===== src/hdl/sfr_file_regs.svh =====
// register offsets, reset values and vectors for the special-function register file
`ifndef SFR_FILE_REGS_SVH
`define SFR_FILE_REGS_SVH

`define OFS_INDIRECT_DATA  7'h00
`define OFS_TIMER_ZERO     7'h01
`define OFS_PC_LOW         7'h02
`define OFS_STATUS         7'h03
`define OFS_FILE_SELECT    7'h04
`define OFS_PORT_DATA_A    8'h05
`define OFS_PORT_DATA_B    8'h06
`define OFS_PC_HIGH_LATCH  7'h0a
`define OFS_INTR_CONTROL   7'h0b
`define OFS_PERIPH_FLAGS   8'h0c
`define OFS_COMPARATOR     8'h1f
`define OFS_OPTIONS        8'h81
`define OFS_PORT_DIR_A     8'h85
`define OFS_PORT_DIR_B     8'h86
`define OFS_PERIPH_ENABLES 8'h8c
`define OFS_POWER_FLAGS    8'h8e
`define OFS_VOLT_REF       8'h9f

`define GPR_BANK0_FIRST    8'h20
`define GPR_BANK0_LAST     8'h7f
`define GPR_BANK1_FIRST    8'ha0
`define GPR_BANK1_LAST     8'hbf

`define STATUS_BANK_BIT    7
`define STATUS_RP0_BIT     5
`define STATUS_TO_BIT      4
`define STATUS_PD_BIT      3
`define INTERRUPT_CONTROL_GIE_BIT     7
`define PIR_CMP_BIT        6
`define POWER_CONTROL_FLAGS_POR_BIT       1
`define POWER_CONTROL_FLAGS_BOR_BIT       0

`define STATUS_POR_VAL     8'h18
`define POWER_CONTROL_FLAGS_POR_VAL       2'h0
`define OPTION_RST_VAL     8'hff
`define PORT_DIR_B_RST_VAL 8'hff
`define PORT_DIR_A_RST_VAL 5'h1f
`define INTR_VECTOR        13'h0004
`define RESET_VECTOR       13'h0000

`endif

===== src/hdl/sfr_file_pkg.sv =====
// types shared by the special-function register file
package sfr_file_pkg;
  typedef enum logic [2:0] {
    EV_NONE      = 3'b000,
    EV_WAKE_IRQ  = 3'b001,
    EV_WAKE_WDT  = 3'b011,
    EV_WDT_RST   = 3'b010,
    EV_MASTER_CLEAR_RUN  = 3'b110,
    EV_MASTER_CLEAR_SLP  = 3'b111,
    EV_BOR       = 3'b101
  } reset_event_e;
  typedef logic [12:0] pc_t;
endpackage


===== src/hdl/gpr_ram.sv =====
// general-purpose data memory with registered read data
`timescale 1ns/1ns
module gpr_ram #(
  parameter int DATA_W = 8,
  parameter int ADDR_W = 8
) (
  input wire logic ref_clk,
  input wire logic wr_en,
  input wire logic [ADDR_W-1:0] wr_addr,
  input wire logic [DATA_W-1:0] wr_data,
  input wire logic rd_en,
  input wire logic [ADDR_W-1:0] rd_addr,
  output logic [DATA_W-1:0] rd_data_reg
);
  logic [DATA_W-1:0] mem [0:(1<<ADDR_W)-1];

  always_ff @(posedge ref_clk) begin
    if (wr_en) begin
      mem[wr_addr] <= wr_data;
    end
  end

  always_ff @(posedge ref_clk) begin
    if (rd_en) begin
      rd_data_reg <= mem[rd_addr];
    end
  end
endmodule


===== src/hdl/sfr_file.sv =====
// special-function register file with indirect access and reset initialisation
// Notes on behaviour
// - indirect port reads/writes location at pointer
// - indirect read of port itself returns 00h
// - indirect write to port itself stores nothing
// - effective address: rp0 bit above direct address
// - bank bit unused; pointer alone decodes
// - power-on: pc 000h, status 18h, flags 0x
// - master clear running: status 000u uuuu
// - master clear sleeping: status 0001 0uuu
// - interrupt wake: pc+1, status uuu1 0uuu
// - wake with global enable: vector 0004h after
// - port-b direction and options reset to ffh
// - brown-out clears bor flag, others keep it
// - comparator wake sets peripheral flag bit 6
`timescale 1ns/1ns
`include "sfr_file_regs.svh"
module sfr_file
  import sfr_file_pkg::*;
#(
  parameter bit GPR_BANK1 = 1'b1
) (
  input wire logic ref_clk,
  input wire logic sys_rst,
  input wire logic [6:0] file_addr,
  input wire logic file_rd,
  input wire logic file_wr,
  input wire logic [7:0] file_wdata,
  input wire logic status_flags_we,
  input wire logic [2:0] status_flags_in,
  input wire logic [12:0] pc_cur,
  input wire logic in_sleep,
  input wire logic master_clear_rst,
  input wire logic wdt_timeout,
  input wire logic bor_rst,
  input wire logic wake_irq,
  input wire logic wake_from_cmp,
  output logic [7:0] file_rdata_reg,
  output logic file_rvalid_reg,
  output logic pc_load_reg,
  output logic [12:0] pc_target_reg,
  output logic vector_pending_reg,
  output logic [7:0] status_reg,
  output logic [7:0] file_select_pointer_reg,
  output logic [7:0] timer_zero_count_reg,
  output logic [4:0] first_port_data_reg,
  output logic [7:0] second_port_data_reg,
  output logic [4:0] program_counter_high_latch_reg,
  output logic [7:0] interrupt_control_reg,
  output logic peripheral_irq_flag_reg,
  output logic [5:0] comparator_control_reg,
  output logic [7:0] timer_and_port_options_reg,
  output logic [4:0] first_port_direction_reg,
  output logic [7:0] second_port_direction_reg,
  output logic peripheral_irq_enable_reg,
  output logic [1:0] power_control_flags_reg,
  output logic [7:0] voltage_reference_control_reg
);
  // ----------------------------------------
  // event decode
  // ----------------------------------------
  reset_event_e ev;
  logic any_rst;
  // brown-out outranks master clear, which outranks the watchdog
  always_comb begin
    ev = EV_NONE;
    if (bor_rst) begin
      ev = EV_BOR;
    end else if (master_clear_rst) begin
      ev = in_sleep ? EV_MASTER_CLEAR_SLP : EV_MASTER_CLEAR_RUN;
    end else if (wdt_timeout) begin
      ev = in_sleep ? EV_WAKE_WDT : EV_WDT_RST;
    end else if (wake_irq && in_sleep) begin
      ev = EV_WAKE_IRQ;
    end
  end

  assign any_rst = (ev == EV_BOR) || (ev == EV_MASTER_CLEAR_RUN) || (ev == EV_MASTER_CLEAR_SLP) || (ev == EV_WDT_RST);

  // ----------------------------------------
  // address decode
  // ----------------------------------------
  logic indirect;
  logic [7:0] eff_addr;
  logic self_ref;
  logic is_gpr;
  logic wr_ok;
  logic [7:0] sfr_val;

  assign indirect = (file_addr == `OFS_INDIRECT_DATA);
  // bank bit would sit above the pointer; it is unused so the pointer alone decodes
  assign eff_addr = indirect ? file_select_pointer_reg : {status_reg[`STATUS_RP0_BIT], file_addr};
  assign self_ref = indirect && (file_select_pointer_reg[6:0] == `OFS_INDIRECT_DATA);
  assign is_gpr = ((eff_addr >= `GPR_BANK0_FIRST) && (eff_addr <= `GPR_BANK0_LAST)) ||
                  (GPR_BANK1 && (eff_addr >= `GPR_BANK1_FIRST) && (eff_addr <= `GPR_BANK1_LAST));
  assign wr_ok = file_wr && !self_ref && !any_rst && !sys_rst;
  always_comb begin
    sfr_val = 8'h00;
    if (self_ref) begin
      sfr_val = 8'h00;
    end else begin
      unique case (eff_addr[6:0])
        `OFS_PC_LOW: sfr_val = pc_cur[7:0];
        `OFS_STATUS: sfr_val = status_reg;
        `OFS_FILE_SELECT: sfr_val = file_select_pointer_reg;
        `OFS_PC_HIGH_LATCH: sfr_val = {3'h0, program_counter_high_latch_reg};
        `OFS_INTR_CONTROL: sfr_val = interrupt_control_reg;
        default: sfr_val = 8'h00;
      endcase
      unique case (eff_addr)
        8'h01: sfr_val = timer_zero_count_reg;
        `OFS_PORT_DATA_A: sfr_val = {3'h0, first_port_data_reg};
        `OFS_PORT_DATA_B: sfr_val = second_port_data_reg;
        `OFS_PERIPH_FLAGS: sfr_val = {1'b0, peripheral_irq_flag_reg, 6'h00};
        `OFS_COMPARATOR: sfr_val = {2'h0, comparator_control_reg};
        `OFS_OPTIONS: sfr_val = timer_and_port_options_reg;
        `OFS_PORT_DIR_A: sfr_val = {3'h0, first_port_direction_reg};
        `OFS_PORT_DIR_B: sfr_val = second_port_direction_reg;
        `OFS_PERIPH_ENABLES: sfr_val = {1'b0, peripheral_irq_enable_reg, 6'h00};
        `OFS_POWER_FLAGS: sfr_val = {6'h00, power_control_flags_reg};
        `OFS_VOLT_REF: sfr_val = {voltage_reference_control_reg[7:5], 1'b0, voltage_reference_control_reg[3:0]};
        default: ;
      endcase
    end
  end

  function automatic logic hit(input logic [7:0] a, input logic [7:0] ofs);
    hit = (a == ofs);
  endfunction
  function automatic logic hit_m(input logic [7:0] a, input logic [6:0] ofs);
    hit_m = (a[6:0] == ofs);
  endfunction

  // ----------------------------------------
  // data memory and read pipeline
  // ----------------------------------------
  logic ram_we;
  logic [7:0] ram_q;
  logic rd_pend_reg;
  logic rd_gpr_reg;
  logic [7:0] rd_sfr_reg;

  assign ram_we = wr_ok && is_gpr;

  gpr_ram #(.DATA_W(8), .ADDR_W(8)) u_ram (
    .ref_clk(ref_clk),
    .wr_en(ram_we),
    .wr_addr(eff_addr),
    .wr_data(file_wdata),
    .rd_en(file_rd),
    .rd_addr(eff_addr),
    .rd_data_reg(ram_q)
  );

  // two-stage read so the returned byte leaves from a flop
  always_ff @(posedge ref_clk) begin
    if (sys_rst) begin
      rd_pend_reg <= 1'b0;
      rd_gpr_reg <= 1'b0;
      rd_sfr_reg <= 8'h00;
      file_rvalid_reg <= 1'b0;
      file_rdata_reg <= 8'h00;
    end else begin
      rd_pend_reg <= file_rd;
      rd_gpr_reg <= is_gpr && !self_ref;
      rd_sfr_reg <= sfr_val;
      file_rvalid_reg <= rd_pend_reg;
      file_rdata_reg <= rd_gpr_reg ? ram_q : rd_sfr_reg;
    end
  end

  // ----------------------------------------
  // program counter redirect
  // ----------------------------------------
  always_ff @(posedge ref_clk) begin
    if (sys_rst) begin
      pc_load_reg <= 1'b1;
      pc_target_reg <= `RESET_VECTOR;
      vector_pending_reg <= 1'b0;
    end else begin
      pc_load_reg <= 1'b0;
      vector_pending_reg <= 1'b0;
      if (any_rst) begin
        pc_load_reg <= 1'b1;
        pc_target_reg <= `RESET_VECTOR;
      end else if (ev == EV_WAKE_IRQ || ev == EV_WAKE_WDT) begin
        pc_load_reg <= 1'b1;
        pc_target_reg <= pc_t'(pc_cur + 13'h0001);
        // core runs the next instruction, then takes the vector
        vector_pending_reg <= (ev == EV_WAKE_IRQ) && interrupt_control_reg[`INTERRUPT_CONTROL_GIE_BIT];
      end else if (wr_ok && hit_m(eff_addr, `OFS_PC_LOW)) begin
        pc_load_reg <= 1'b1;
        pc_target_reg <= {program_counter_high_latch_reg, file_wdata};
      end
    end
  end

  // ----------------------------------------
  // status and power flags
  // ----------------------------------------
  always_ff @(posedge ref_clk) begin
    if (sys_rst) begin
      status_reg <= `STATUS_POR_VAL;
    end else begin
      unique case (ev)
        EV_MASTER_CLEAR_RUN: status_reg <= {3'h0, status_reg[4:0]};
        EV_MASTER_CLEAR_SLP: status_reg <= {5'b00010, status_reg[2:0]};
        EV_WDT_RST: status_reg <= {4'h0, status_reg[3:0]};
        EV_WAKE_WDT: status_reg <= {status_reg[7:5], 2'b00, status_reg[2:0]};
        EV_WAKE_IRQ: status_reg <= {status_reg[7:5], 2'b10, status_reg[2:0]};
        EV_BOR: status_reg <= {5'b00011, status_reg[2:0]};
        EV_NONE: begin
          // to/pd bits are read-only to software; core flags win over a same-cycle write to bits 2:0
          if (wr_ok && hit_m(eff_addr, `OFS_STATUS)) begin
            status_reg <= {file_wdata[7:5], status_reg[4:3], status_flags_we ? status_flags_in : file_wdata[2:0]};
          end else if (status_flags_we) begin
            status_reg[2:0] <= status_flags_in;
          end
        end
      endcase
    end
  end

  always_ff @(posedge ref_clk) begin
    if (sys_rst) begin
      power_control_flags_reg <= `POWER_CONTROL_FLAGS_POR_VAL;
    end else if (ev == EV_BOR) begin
      power_control_flags_reg[`POWER_CONTROL_FLAGS_BOR_BIT] <= 1'b0;
    end else if (ev == EV_NONE && wr_ok && hit(eff_addr, `OFS_POWER_FLAGS)) begin
      power_control_flags_reg <= file_wdata[1:0];
    end
  end

  // ----------------------------------------
  // reset-initialised control registers
  // ----------------------------------------
  always_ff @(posedge ref_clk) begin
    if (sys_rst || any_rst) begin
      timer_and_port_options_reg <= `OPTION_RST_VAL;
      second_port_direction_reg <= `PORT_DIR_B_RST_VAL;
      first_port_direction_reg <= `PORT_DIR_A_RST_VAL;
      program_counter_high_latch_reg <= 5'h00;
      comparator_control_reg <= 6'h00;
      peripheral_irq_enable_reg <= 1'b0;
      voltage_reference_control_reg <= 8'h00;
      interrupt_control_reg <= {7'h00, interrupt_control_reg[0] & !sys_rst}; // bit 0 cleared only at power-on
    end else if (wr_ok) begin
      if (hit(eff_addr, `OFS_OPTIONS)) timer_and_port_options_reg <= file_wdata;
      if (hit(eff_addr, `OFS_PORT_DIR_B)) second_port_direction_reg <= file_wdata;
      if (hit(eff_addr, `OFS_PORT_DIR_A)) first_port_direction_reg <= file_wdata[4:0];
      if (hit_m(eff_addr, `OFS_PC_HIGH_LATCH)) program_counter_high_latch_reg <= file_wdata[4:0];
      if (hit(eff_addr, `OFS_COMPARATOR)) comparator_control_reg <= file_wdata[5:0];
      if (hit(eff_addr, `OFS_PERIPH_ENABLES)) peripheral_irq_enable_reg <= file_wdata[`PIR_CMP_BIT];
      if (hit(eff_addr, `OFS_VOLT_REF)) voltage_reference_control_reg <= file_wdata;
      if (hit_m(eff_addr, `OFS_INTR_CONTROL)) interrupt_control_reg <= file_wdata;
    end
  end

  // data latches survive every reset except power-on
  always_ff @(posedge ref_clk) begin
    if (sys_rst) begin
      file_select_pointer_reg <= 8'h00;
      timer_zero_count_reg <= 8'h00;
      first_port_data_reg <= 5'h00;
      second_port_data_reg <= 8'h00;
    end else if (wr_ok) begin
      if (hit_m(eff_addr, `OFS_FILE_SELECT)) file_select_pointer_reg <= file_wdata;
      if (hit(eff_addr, {1'b0, `OFS_TIMER_ZERO})) timer_zero_count_reg <= file_wdata;
      if (hit(eff_addr, `OFS_PORT_DATA_A)) first_port_data_reg <= file_wdata[4:0];
      if (hit(eff_addr, `OFS_PORT_DATA_B)) second_port_data_reg <= file_wdata;
    end
  end

  // comparator wake sets the flag; the set wins over a same-cycle software clear
  always_ff @(posedge ref_clk) begin
    if (sys_rst || any_rst) begin
      peripheral_irq_flag_reg <= 1'b0;
    end else if (ev == EV_WAKE_IRQ && wake_from_cmp) begin
      peripheral_irq_flag_reg <= 1'b1;
    end else if (wr_ok && hit(eff_addr, `OFS_PERIPH_FLAGS)) begin
      peripheral_irq_flag_reg <= file_wdata[`PIR_CMP_BIT];
    end
  end

  // ----------------------------------------
  // assertions
  // ----------------------------------------
  logic post_por_reg;
  always_ff @(posedge ref_clk) begin
    post_por_reg <= sys_rst;
  end

  property p_ind_route;
    @(posedge ref_clk) disable iff (sys_rst)
      file_wr && indirect && !any_rst && (file_select_pointer_reg >= `GPR_BANK0_FIRST) &&
      (file_select_pointer_reg <= `GPR_BANK0_LAST) |-> ram_we && (eff_addr == file_select_pointer_reg);
  endproperty
  a_ind_route: assert property (p_ind_route) else $error("indirect write not routed to pointer");

  property p_self_read;
    @(posedge ref_clk) disable iff (sys_rst)
      file_rd && self_ref && !any_rst |-> ##2 file_rvalid_reg && (file_rdata_reg == 8'h00);
  endproperty
  a_self_read: assert property (p_self_read) else $error("self indirect read not zero");

  property p_self_write;
    @(posedge ref_clk) disable iff (sys_rst)
      file_wr && self_ref |-> !ram_we ##1 $stable(timer_and_port_options_reg);
  endproperty
  a_self_write: assert property (p_self_write) else $error("self indirect write stored data");

  property p_por;
    @(posedge ref_clk) disable iff (sys_rst)
      post_por_reg |-> status_reg == `STATUS_POR_VAL && power_control_flags_reg[1] == 1'b0 &&
      pc_load_reg && pc_target_reg == `RESET_VECTOR;
  endproperty
  a_por: assert property (p_por) else $error("power-on values wrong");

  property p_master_clear_run;
    @(posedge ref_clk) disable iff (sys_rst)
      ev == EV_MASTER_CLEAR_RUN |=> status_reg[7:5] == 3'h0 && status_reg[4:0] == $past(status_reg[4:0]) &&
      $stable(power_control_flags_reg) && pc_target_reg == `RESET_VECTOR;
  endproperty
  a_master_clear_run: assert property (p_master_clear_run) else $error("master clear while running wrong");

  property p_master_clear_sleep;
    @(posedge ref_clk) disable iff (sys_rst)
      ev == EV_MASTER_CLEAR_SLP |=> status_reg[7:3] == 5'b00010 && status_reg[2:0] == $past(status_reg[2:0]) &&
      $stable(power_control_flags_reg);
  endproperty
  a_master_clear_sleep: assert property (p_master_clear_sleep) else $error("master clear in sleep wrong");

  property p_wake_irq;
    @(posedge ref_clk) disable iff (sys_rst)
      ev == EV_WAKE_IRQ |=> pc_load_reg && pc_target_reg == pc_t'($past(pc_cur) + 13'h0001) &&
      status_reg[4:3] == 2'b10 && $stable(power_control_flags_reg);
  endproperty
  a_wake_irq: assert property (p_wake_irq) else $error("interrupt wake values wrong");

  property p_vector;
    @(posedge ref_clk) disable iff (sys_rst)
      ev == EV_WAKE_IRQ && interrupt_control_reg[7] |=> vector_pending_reg ##1 !vector_pending_reg;
  endproperty
  a_vector: assert property (p_vector) else $error("vector request missing");

  property p_dir_reset;
    @(posedge ref_clk) disable iff (sys_rst)
      any_rst |=> second_port_direction_reg == 8'hff && timer_and_port_options_reg == 8'hff &&
      $stable(second_port_data_reg);
  endproperty
  a_dir_reset: assert property (p_dir_reset) else $error("port b direction or options not reset");

  property p_wdt;
    @(posedge ref_clk) disable iff (sys_rst)
      ev == EV_WAKE_WDT |=> status_reg[4:3] == 2'b00 && pc_target_reg == pc_t'($past(pc_cur) + 13'h0001);
  endproperty
  a_wdt: assert property (p_wdt) else $error("watchdog wake values wrong");

  property p_bor;
    @(posedge ref_clk) disable iff (sys_rst)
      ev == EV_BOR |=> power_control_flags_reg[0] == 1'b0 &&
      power_control_flags_reg[1] == $past(power_control_flags_reg[1]);
  endproperty
  a_bor: assert property (p_bor) else $error("brown-out flag not cleared");

  property p_cmp;
    @(posedge ref_clk) disable iff (sys_rst)
      ev == EV_WAKE_IRQ && wake_from_cmp |=> peripheral_irq_flag_reg;
  endproperty
  a_cmp: assert property (p_cmp) else $error("comparator wake flag not set");
endmodule


===== config.mk =====
export PLATFORM = sky130hd
export DESIGN_NAME = sfr_file
export DESIGN_NICKNAME = d
export VERILOG_FILES = /design/src/hdl/sfr_file_pkg.sv /design/src/hdl/gpr_ram.sv /design/src/hdl/sfr_file.sv
export VERILOG_INCLUDE_DIRS = /design/src /design/src/hdl
export SDC_FILE = /design/constraint.sdc
export NUM_CORES = 2
export LEC_CHECK = 0
export BUFFER_PORTS_ARGS = -buffer_cell sky130_fd_sc_hd__buf_2
export CAP_MARGIN = 0
export CELL_PAD_IN_SITES_DETAIL_PLACEMENT = 1
export CELL_PAD_IN_SITES_GLOBAL_PLACEMENT = 2
export CORE_ASPECT_RATIO = 1.25
export CORE_MARGIN = 2
export CORE_UTILIZATION = 40
export CTS_BUF_LIST = sky130_fd_sc_hd__clkbuf_4
export DETAILED_ROUTE_END_ITERATION = 10
export HOLD_SLACK_MARGIN = 0.03
export PLACE_DENSITY_LB_ADDON = 0.1
export SETUP_SLACK_MARGIN = 0.15
export SLEW_MARGIN = 30
export SYNTH_ARGS = -nofsm -noshare
export SYNTH_HDL_FRONTEND = slang
export SYNTH_SLANG_ARGS = --single-unit

===== constraint.sdc =====
create_clock -name ref_clk -period 3.85 [get_ports ref_clk]
set_clock_uncertainty 0.2 [all_clocks]
set_input_delay 0.1925 -clock ref_clk [delete_from_list [all_inputs] [get_ports ref_clk]]
set_output_delay 0.1925 -clock ref_clk [all_outputs]
set_load 0.02 [all_outputs]

# ---- Yosys cells after proc, flatten, opt, wreduce, memory -nomap -nowiden
# Memory sizes are Yosys's and may differ from the RTL's. A register that Yosys moved wholly into a read port is not among the register bits.
# Cells that the tools add are included.
dict set report classes {
  n_addsub 1
  n_lt_le_gt_ge 4
  n_eq_ne 24
  n_mux 25
  n_bitwise 9
  n_reduce_logical 55
}
# operator n
set op_table {}
lappend op_table {{$pmux 8 s11} 1}
lappend op_table {{$pmux 8 s7} 1}
lappend op_table {{$eq 8x8->1 const B} 6}
lappend op_table {{$pmux 8 s5} 1}
lappend op_table {{$reduce_and 2->1} 15}
lappend op_table {{$mux 13} 2}
lappend op_table {{$eq 8x3->1 const B} 2}
lappend op_table {{$logic_and 1x1->1} 16}
lappend op_table {{$mux 8} 2}
lappend op_table {{$mux 3} 5}
lappend op_table {{$eq 7x2->1 const B} 2}
lappend op_table {{$eq 7x4->1 const B} 2}
lappend op_table {{$logic_not 7->1} 2}
lappend op_table {{$add 13x1->13 const B} 1}
lappend op_table {{$mux 1} 11}
lappend op_table {{$eq 3x3->1 const B} 3}
lappend op_table {{$eq 8x1->1 const B} 1}
lappend op_table {{$eq 8x4->1 const B} 1}
lappend op_table {{$eq 8x5->1 const B} 1}
lappend op_table {{$ge 8x6->1 const B} 1}
lappend op_table {{$ge 8x8->1 const B} 1}
lappend op_table {{$le 8x7->1 const B} 1}
lappend op_table {{$le 8x8->1 const B} 1}
lappend op_table {{$not 1->1} 8}
lappend op_table {{16 further kinds} 31}
dict set report totals {
  regBits 123
  mem_bits_rw 2048
  input_bits 42
  out_inout_bits 113
  word_cells 147
  n_memories 1
}
# name words word_bits rd rd_ports_with_merged_regs write_ports line_no
set mem_list {}
lappend mem_list {u_ram.mem 256 8 1 1 1 gpr_ram.sv:15} ;# logic [DATA_W-1:0] mem [0:(1<<ADDR_W)-1];

# ---- Depth between registers and ports, before layout
dict set report logic_depth {
  word_depth 15
  mapped_depth 12
  mapped_depth_nobuf 7
}

# ---- Cells and area by module
# A second synthesis with hierarchy kept.
dict set report unflattened {
  cells_unflattened 4443
  area_unflattened_um2 85849.8
}
# mod n_inst cells_per_inst area_per_inst_um2 seq_area_each_um2
set by_module_without_submodules {}
lappend by_module_without_submodules {gpr_ram 1 3733 79636.4 61739.2}
lappend by_module_without_submodules {sfr_file 1 710 6213.5 2472.4}

# ---- Least setup slack after synthesis
# No wires, ideal clock.
dict set report synth_path {
  path_type {reg-to-reg}
  from {register file_select_pointer_reg[0]}
  to {memory u_ram.mem[109][0] (enable)}
  setup_ns 0.370
  t_arrival_ns 3.054
  required_ns 3.280
  slack_ns 0.226
  stages_incl_launch_ff 10
  path_buffers 4
  period_less_slack_ns 3.624
  path_cell_list {dfxtp_1 or4b_2 o41ai_2 buf_2 buf_2 buf_2 buf_2 o2111a_1 nand2_1 nor2_1}
}
dict set report synth_via {
  elab_chain_len 9
  word_cells_on_any_way 17
  classes_between {4 x order compare; 3 x mux; 10 x reduce/logical}
}
# element line_no
set synth_rtl {}
lappend synth_rtl {{from (decl)} sfr_file.sv:44} ;# output logic [7:0] file_select_pointer_reg,
lappend synth_rtl {{from (signal assigned)} sfr_file.sv:267} ;# if (hit_m(eff_addr, `OFS_FILE_SELECT)) file_select_pointer_reg <= file_wdata;
lappend synth_rtl {{branches (longest 9 deep; another with $ge 8x6->1)} n/a}
lappend synth_rtl {{to (decl)} gpr_ram.sv:15}
# Several ways; the timed one is not identified.

# ---- Worst setup path after layout
dict set report layout_path {
  from {input file_addr[5]}
  to {register u_ram.rd_data_reg[0], read port of u_ram.mem, data pin}
}
dict set report layout_via {
  elab_chain_len 2
}
# element line_no
set layout_rtl {}
lappend layout_rtl {{from (decl)} sfr_file.sv:25} ;# input wire logic [6:0] file_addr,
lappend layout_rtl {{$logic_not 7->1 (no source line)} n/a}
lappend layout_rtl {{$mux 8 *} sfr_file.sv:92} ;# assign eff_addr = indirect ? file_select_pointer_reg : {status_reg[`STATUS_RP0_BIT], file_addr};
lappend layout_rtl {{to (decl)} gpr_ram.sv:13} ;# output logic [DATA_W-1:0] rd_data_reg
# Mark *: on every way between the ends. The rest lies on a longest branch, timed or not.
# A chain may end at the register's enable or synchronous reset.

==> impl_metrics.tcl <==
set metrics [dict create \
    status "completed" \
    total_power_w 0.0502 \
    synth_most_common_cell "edfxtp_1" \
    clock_latency_ps 1320 \
    yosys.area.top_type "edfxtp_1" \
    max_cap_violations 0 \
    grt_pass1_wl_mm 394 \
    hold_ws_ps 215 \
    relSlewSlack_pct 34.0 \
    setup_viol 0 \
    post-route-drc-count 0 \
    ys_warn_count 0 \
    yosysUniqueCellTypes 61 \
    syn_area_per_cell_um2 16.2 \
    coreArea_mm2 0.205 \
    antenna_found_initial 12 \
    grt_setup_unrepaired "true" \
    grt_pass1_vias 58700 \
    reg2reg_to "u_ram.rd_data_reg[0]" \
    synthXorXnorAreaFrac_pct 0.116 \
    required_ps 4670 \
    async_flop_share_pct 0 \
    synth_mux_area_share_pct 0.328 \
    crit_type "in2reg" \
    path_max_fanout 26 \
    ys.flop_type "edfxtp_1" \
    synth.cell_area_mm2 0.0827 \
    area_growth_pct 26.9 \
    synth_compound_area_share_pct 15.5 \
    cts_tree "done" \
    portBuffers 154 \
    overflow 0 \
    fmax_ghz 0.263 \
    ios 155 \
    synth_top_family_by_area "compound AO/OA/AOI/OAI gates" \
    period_needed_ps 3810 \
    powerDensity_mw_per_mm2 478 \
    clockRootBuffer "clkbuf_4" \
    grtUsageTotal_pct 25.4 \
    crit_arrival_ps 4630 \
    first_pass_iters 6 \
    synthTopCellsByArea "edfxtp_1 75%, a22oi_1 5.7%, dfxtp_1 3.0%" \
    crit_path_end_kind "flop" \
    period_share_pct 98.9 \
    initial_core_util_pct 40.3 \
    synth_seq_area_share_pct 77.6 \
    cts_buffer_depth 4 \
    synthesis.instances 5115 \
    die_width_um 411 \
    vias 56100 \
    worstMarginPinSlew_ps 987 \
    htreeDepth 6 \
    place.gp.congestion 0.855 \
    grt_max_degree 128 \
    path_clk_slew_ps 60 \
    largest_reg_flops 2048 \
    hold_viol_final 0 \
    nFillCells 20600 \
    hold_depth 6 \
    leakage_nw 38.1 \
    post_drt_wl_per_cell_um 26.8 \
    rows 186 \
    synth_common_cells "2057 x edfxtp_1, 633 x a22oi_1, 369 x a21oi_1, 342 x clkbuf_1, 211 x nand2_1" \
    finalWirelength_mm 275 \
    hold_class "in2reg" \
    min-delay-start "status_flags_we" \
    hold_end "status_reg[2]" \
    reg2reg_slack_ps 50 \
    r2r-start "file_select_pointer_reg[1]" \
    nNetsFinal 7201 \
    cts_buffers 580 \
    detail-route-antenna-nets 0 \
    synth_adder_area_share_pct 0.0151 \
    ys_ff_latch 2179 \
    drt-vias-per-instance 5.47 \
    synth-simple-area-share_pct 4.43 \
    dpl.hpwl_mm 160 \
    drv_slew 0 \
    synth_edf_count 2057 \
    cts_sinks 2179 \
    drive_gt1_share_pct 24.3 \
    ir_drop_mv 0.221 \
    drtIter0Drc 4972 \
    cp-start-kind "primary input" \
    synth_top_area_share_pct 74.7 \
    die_area_mm2 0.211 \
    die_h_um 512 \
    r2r_cells 11 \
]
critical path, stage by stage:
cell and delay, ps:
dlygate4sd3_1 530, buf_2 170, dlygate4sd3_1 620, buf_4 180, or4b_4 140, o41ai_4 80
buf_12 160, buf_16 160, bufbuf_16 320, a22o_1 200, a221o_1 370, o41ai_4 550
a41oi_2 240, buf_4 200, or4_1 490
logic make-up after synthesis:
kind of cell    count (synthesis)
compound gates               1713
xor+xnor                       11
fa+ha+maj                       1
buf+inv                       421
flops                        2179
mux                            27
other cells                     1
simple gates                  762
how the worst max path moves through the flow:
stage | slack (ps) | end | startpoint | depth (start not counted)
3_3_place_gp | -920 | u_ram.rd_data_reg[6] | file_addr[4] | 14
2_1_floorplan | 230 | u_ram.mem[109][0] | file_select_pointer_reg[0] | 9
4_1_cts | 40 | u_ram.rd_data_reg[0] | file_select_pointer_reg[0] | 11
6_report | 40 | u_ram.rd_data_reg[0] | file_addr[5] | 15
5_1_grt | 30 | u_ram.rd_data_reg[0] | file_select_pointer_reg[0] | 13
3_5_place_dp | -820 | u_ram.rd_data_reg[0] | file_addr[6] | 12
layout make-up:
type | count | area, µm² | share of cell area [%]
clock buffers | 859 | 6450 | 6.14
multi-input cells | 3539 | 22400 | 21.3
repair buffers | 853 | 8000 | 7.62
inverters | 5 | 18.8 | 0.0179
flip-flops and latches | 2179 | 64200 | 61.2
diodes | 7 | 17.5 | 0.0167
well taps | 2726 | 3410 | 3.25
clock inverters | 101 | 487 | 0.464
per-layer routing:
metal | up-vias | part of all wire [%] | track usage [%]
met3 | 452 | 6.1 | 4.26
li1 | 24700 | - | -
met1 | 28900 | 41 | 32.4
met4 | 2 | 3.5 | 10.1
met2 | 2049 | 49 | 43.0
met5 | - | 0.0047 | 0
stage by stage:
step	cell area, µm²	utilization [%]	worst slack (ps)	cells	TNS (ps)
2_1_floorplan	86600	-	226	6138	0
3_3_place_gp	94100	45.8	-922	9126	-16870
3_5_place_dp	94200	45.8	-823	9126	-13990
4_1_cts	104000	50.5	43.8	10200	0
5_1_grt	105000	51.1	32.6	10300	0
6_report	105000	51.1	40.8	10300	0
cell usage in the layout (no fill, tap or decap), types with 9 or more instances in the layout:
cell type / instances
nand2_1: 210
a22oi_1: 623
nor3_1: 9
clkbuf_16: 10
a41oi_1: 20
a22oi_2: 10
or4_1: 9
o41ai_4: 33
buf_2: 147
buf_4: 452
nor2_1: 160
a21oi_2: 12
mux2i_1: 26
inv_2: 20
a31oi_1: 117
o41ai_1: 39
nor2_2: 28
a22o_1: 134
dlygate4sd3_1: 125
a222oi_1: 110
buf_12: 65
clkbuf_4: 859
nand3_1: 97
a311oi_1: 13
conb_1: 1024
edfxtp_1: 2057
a21oi_1: 356
a221o_1: 129
and3_1: 193
clkinv_2: 9
a41oi_2: 12
dfxtp_1: 120
o41ai_2: 57
clkinv_1: 65
buf_6: 20
buf_16: 23
where the power goes:
group	total, W	switching [W]	internal [W]
logic	0.00329	0.00218	0.00111
registers	0.0272	0.000282	0.0269
clock network	0.0197	0.00938	0.0103
total	0.0502	0.0118	0.0383
what timing repair did:
| action | 4_1_cts | 5_1_grt |
|---|---|---|
| setup buffers | 8 | 16 |
| gates resized for setup | 113 | 137 |
| cloned | 6 | 10 |
| pin swaps | 14 | 58 |
| setup endpoints to repair | 144 | 102 |
| endpoints found under the hold margin | 2957 | 0 |
| hold buffers | 136 | 0 |
(Power assumes the default switching activity.)
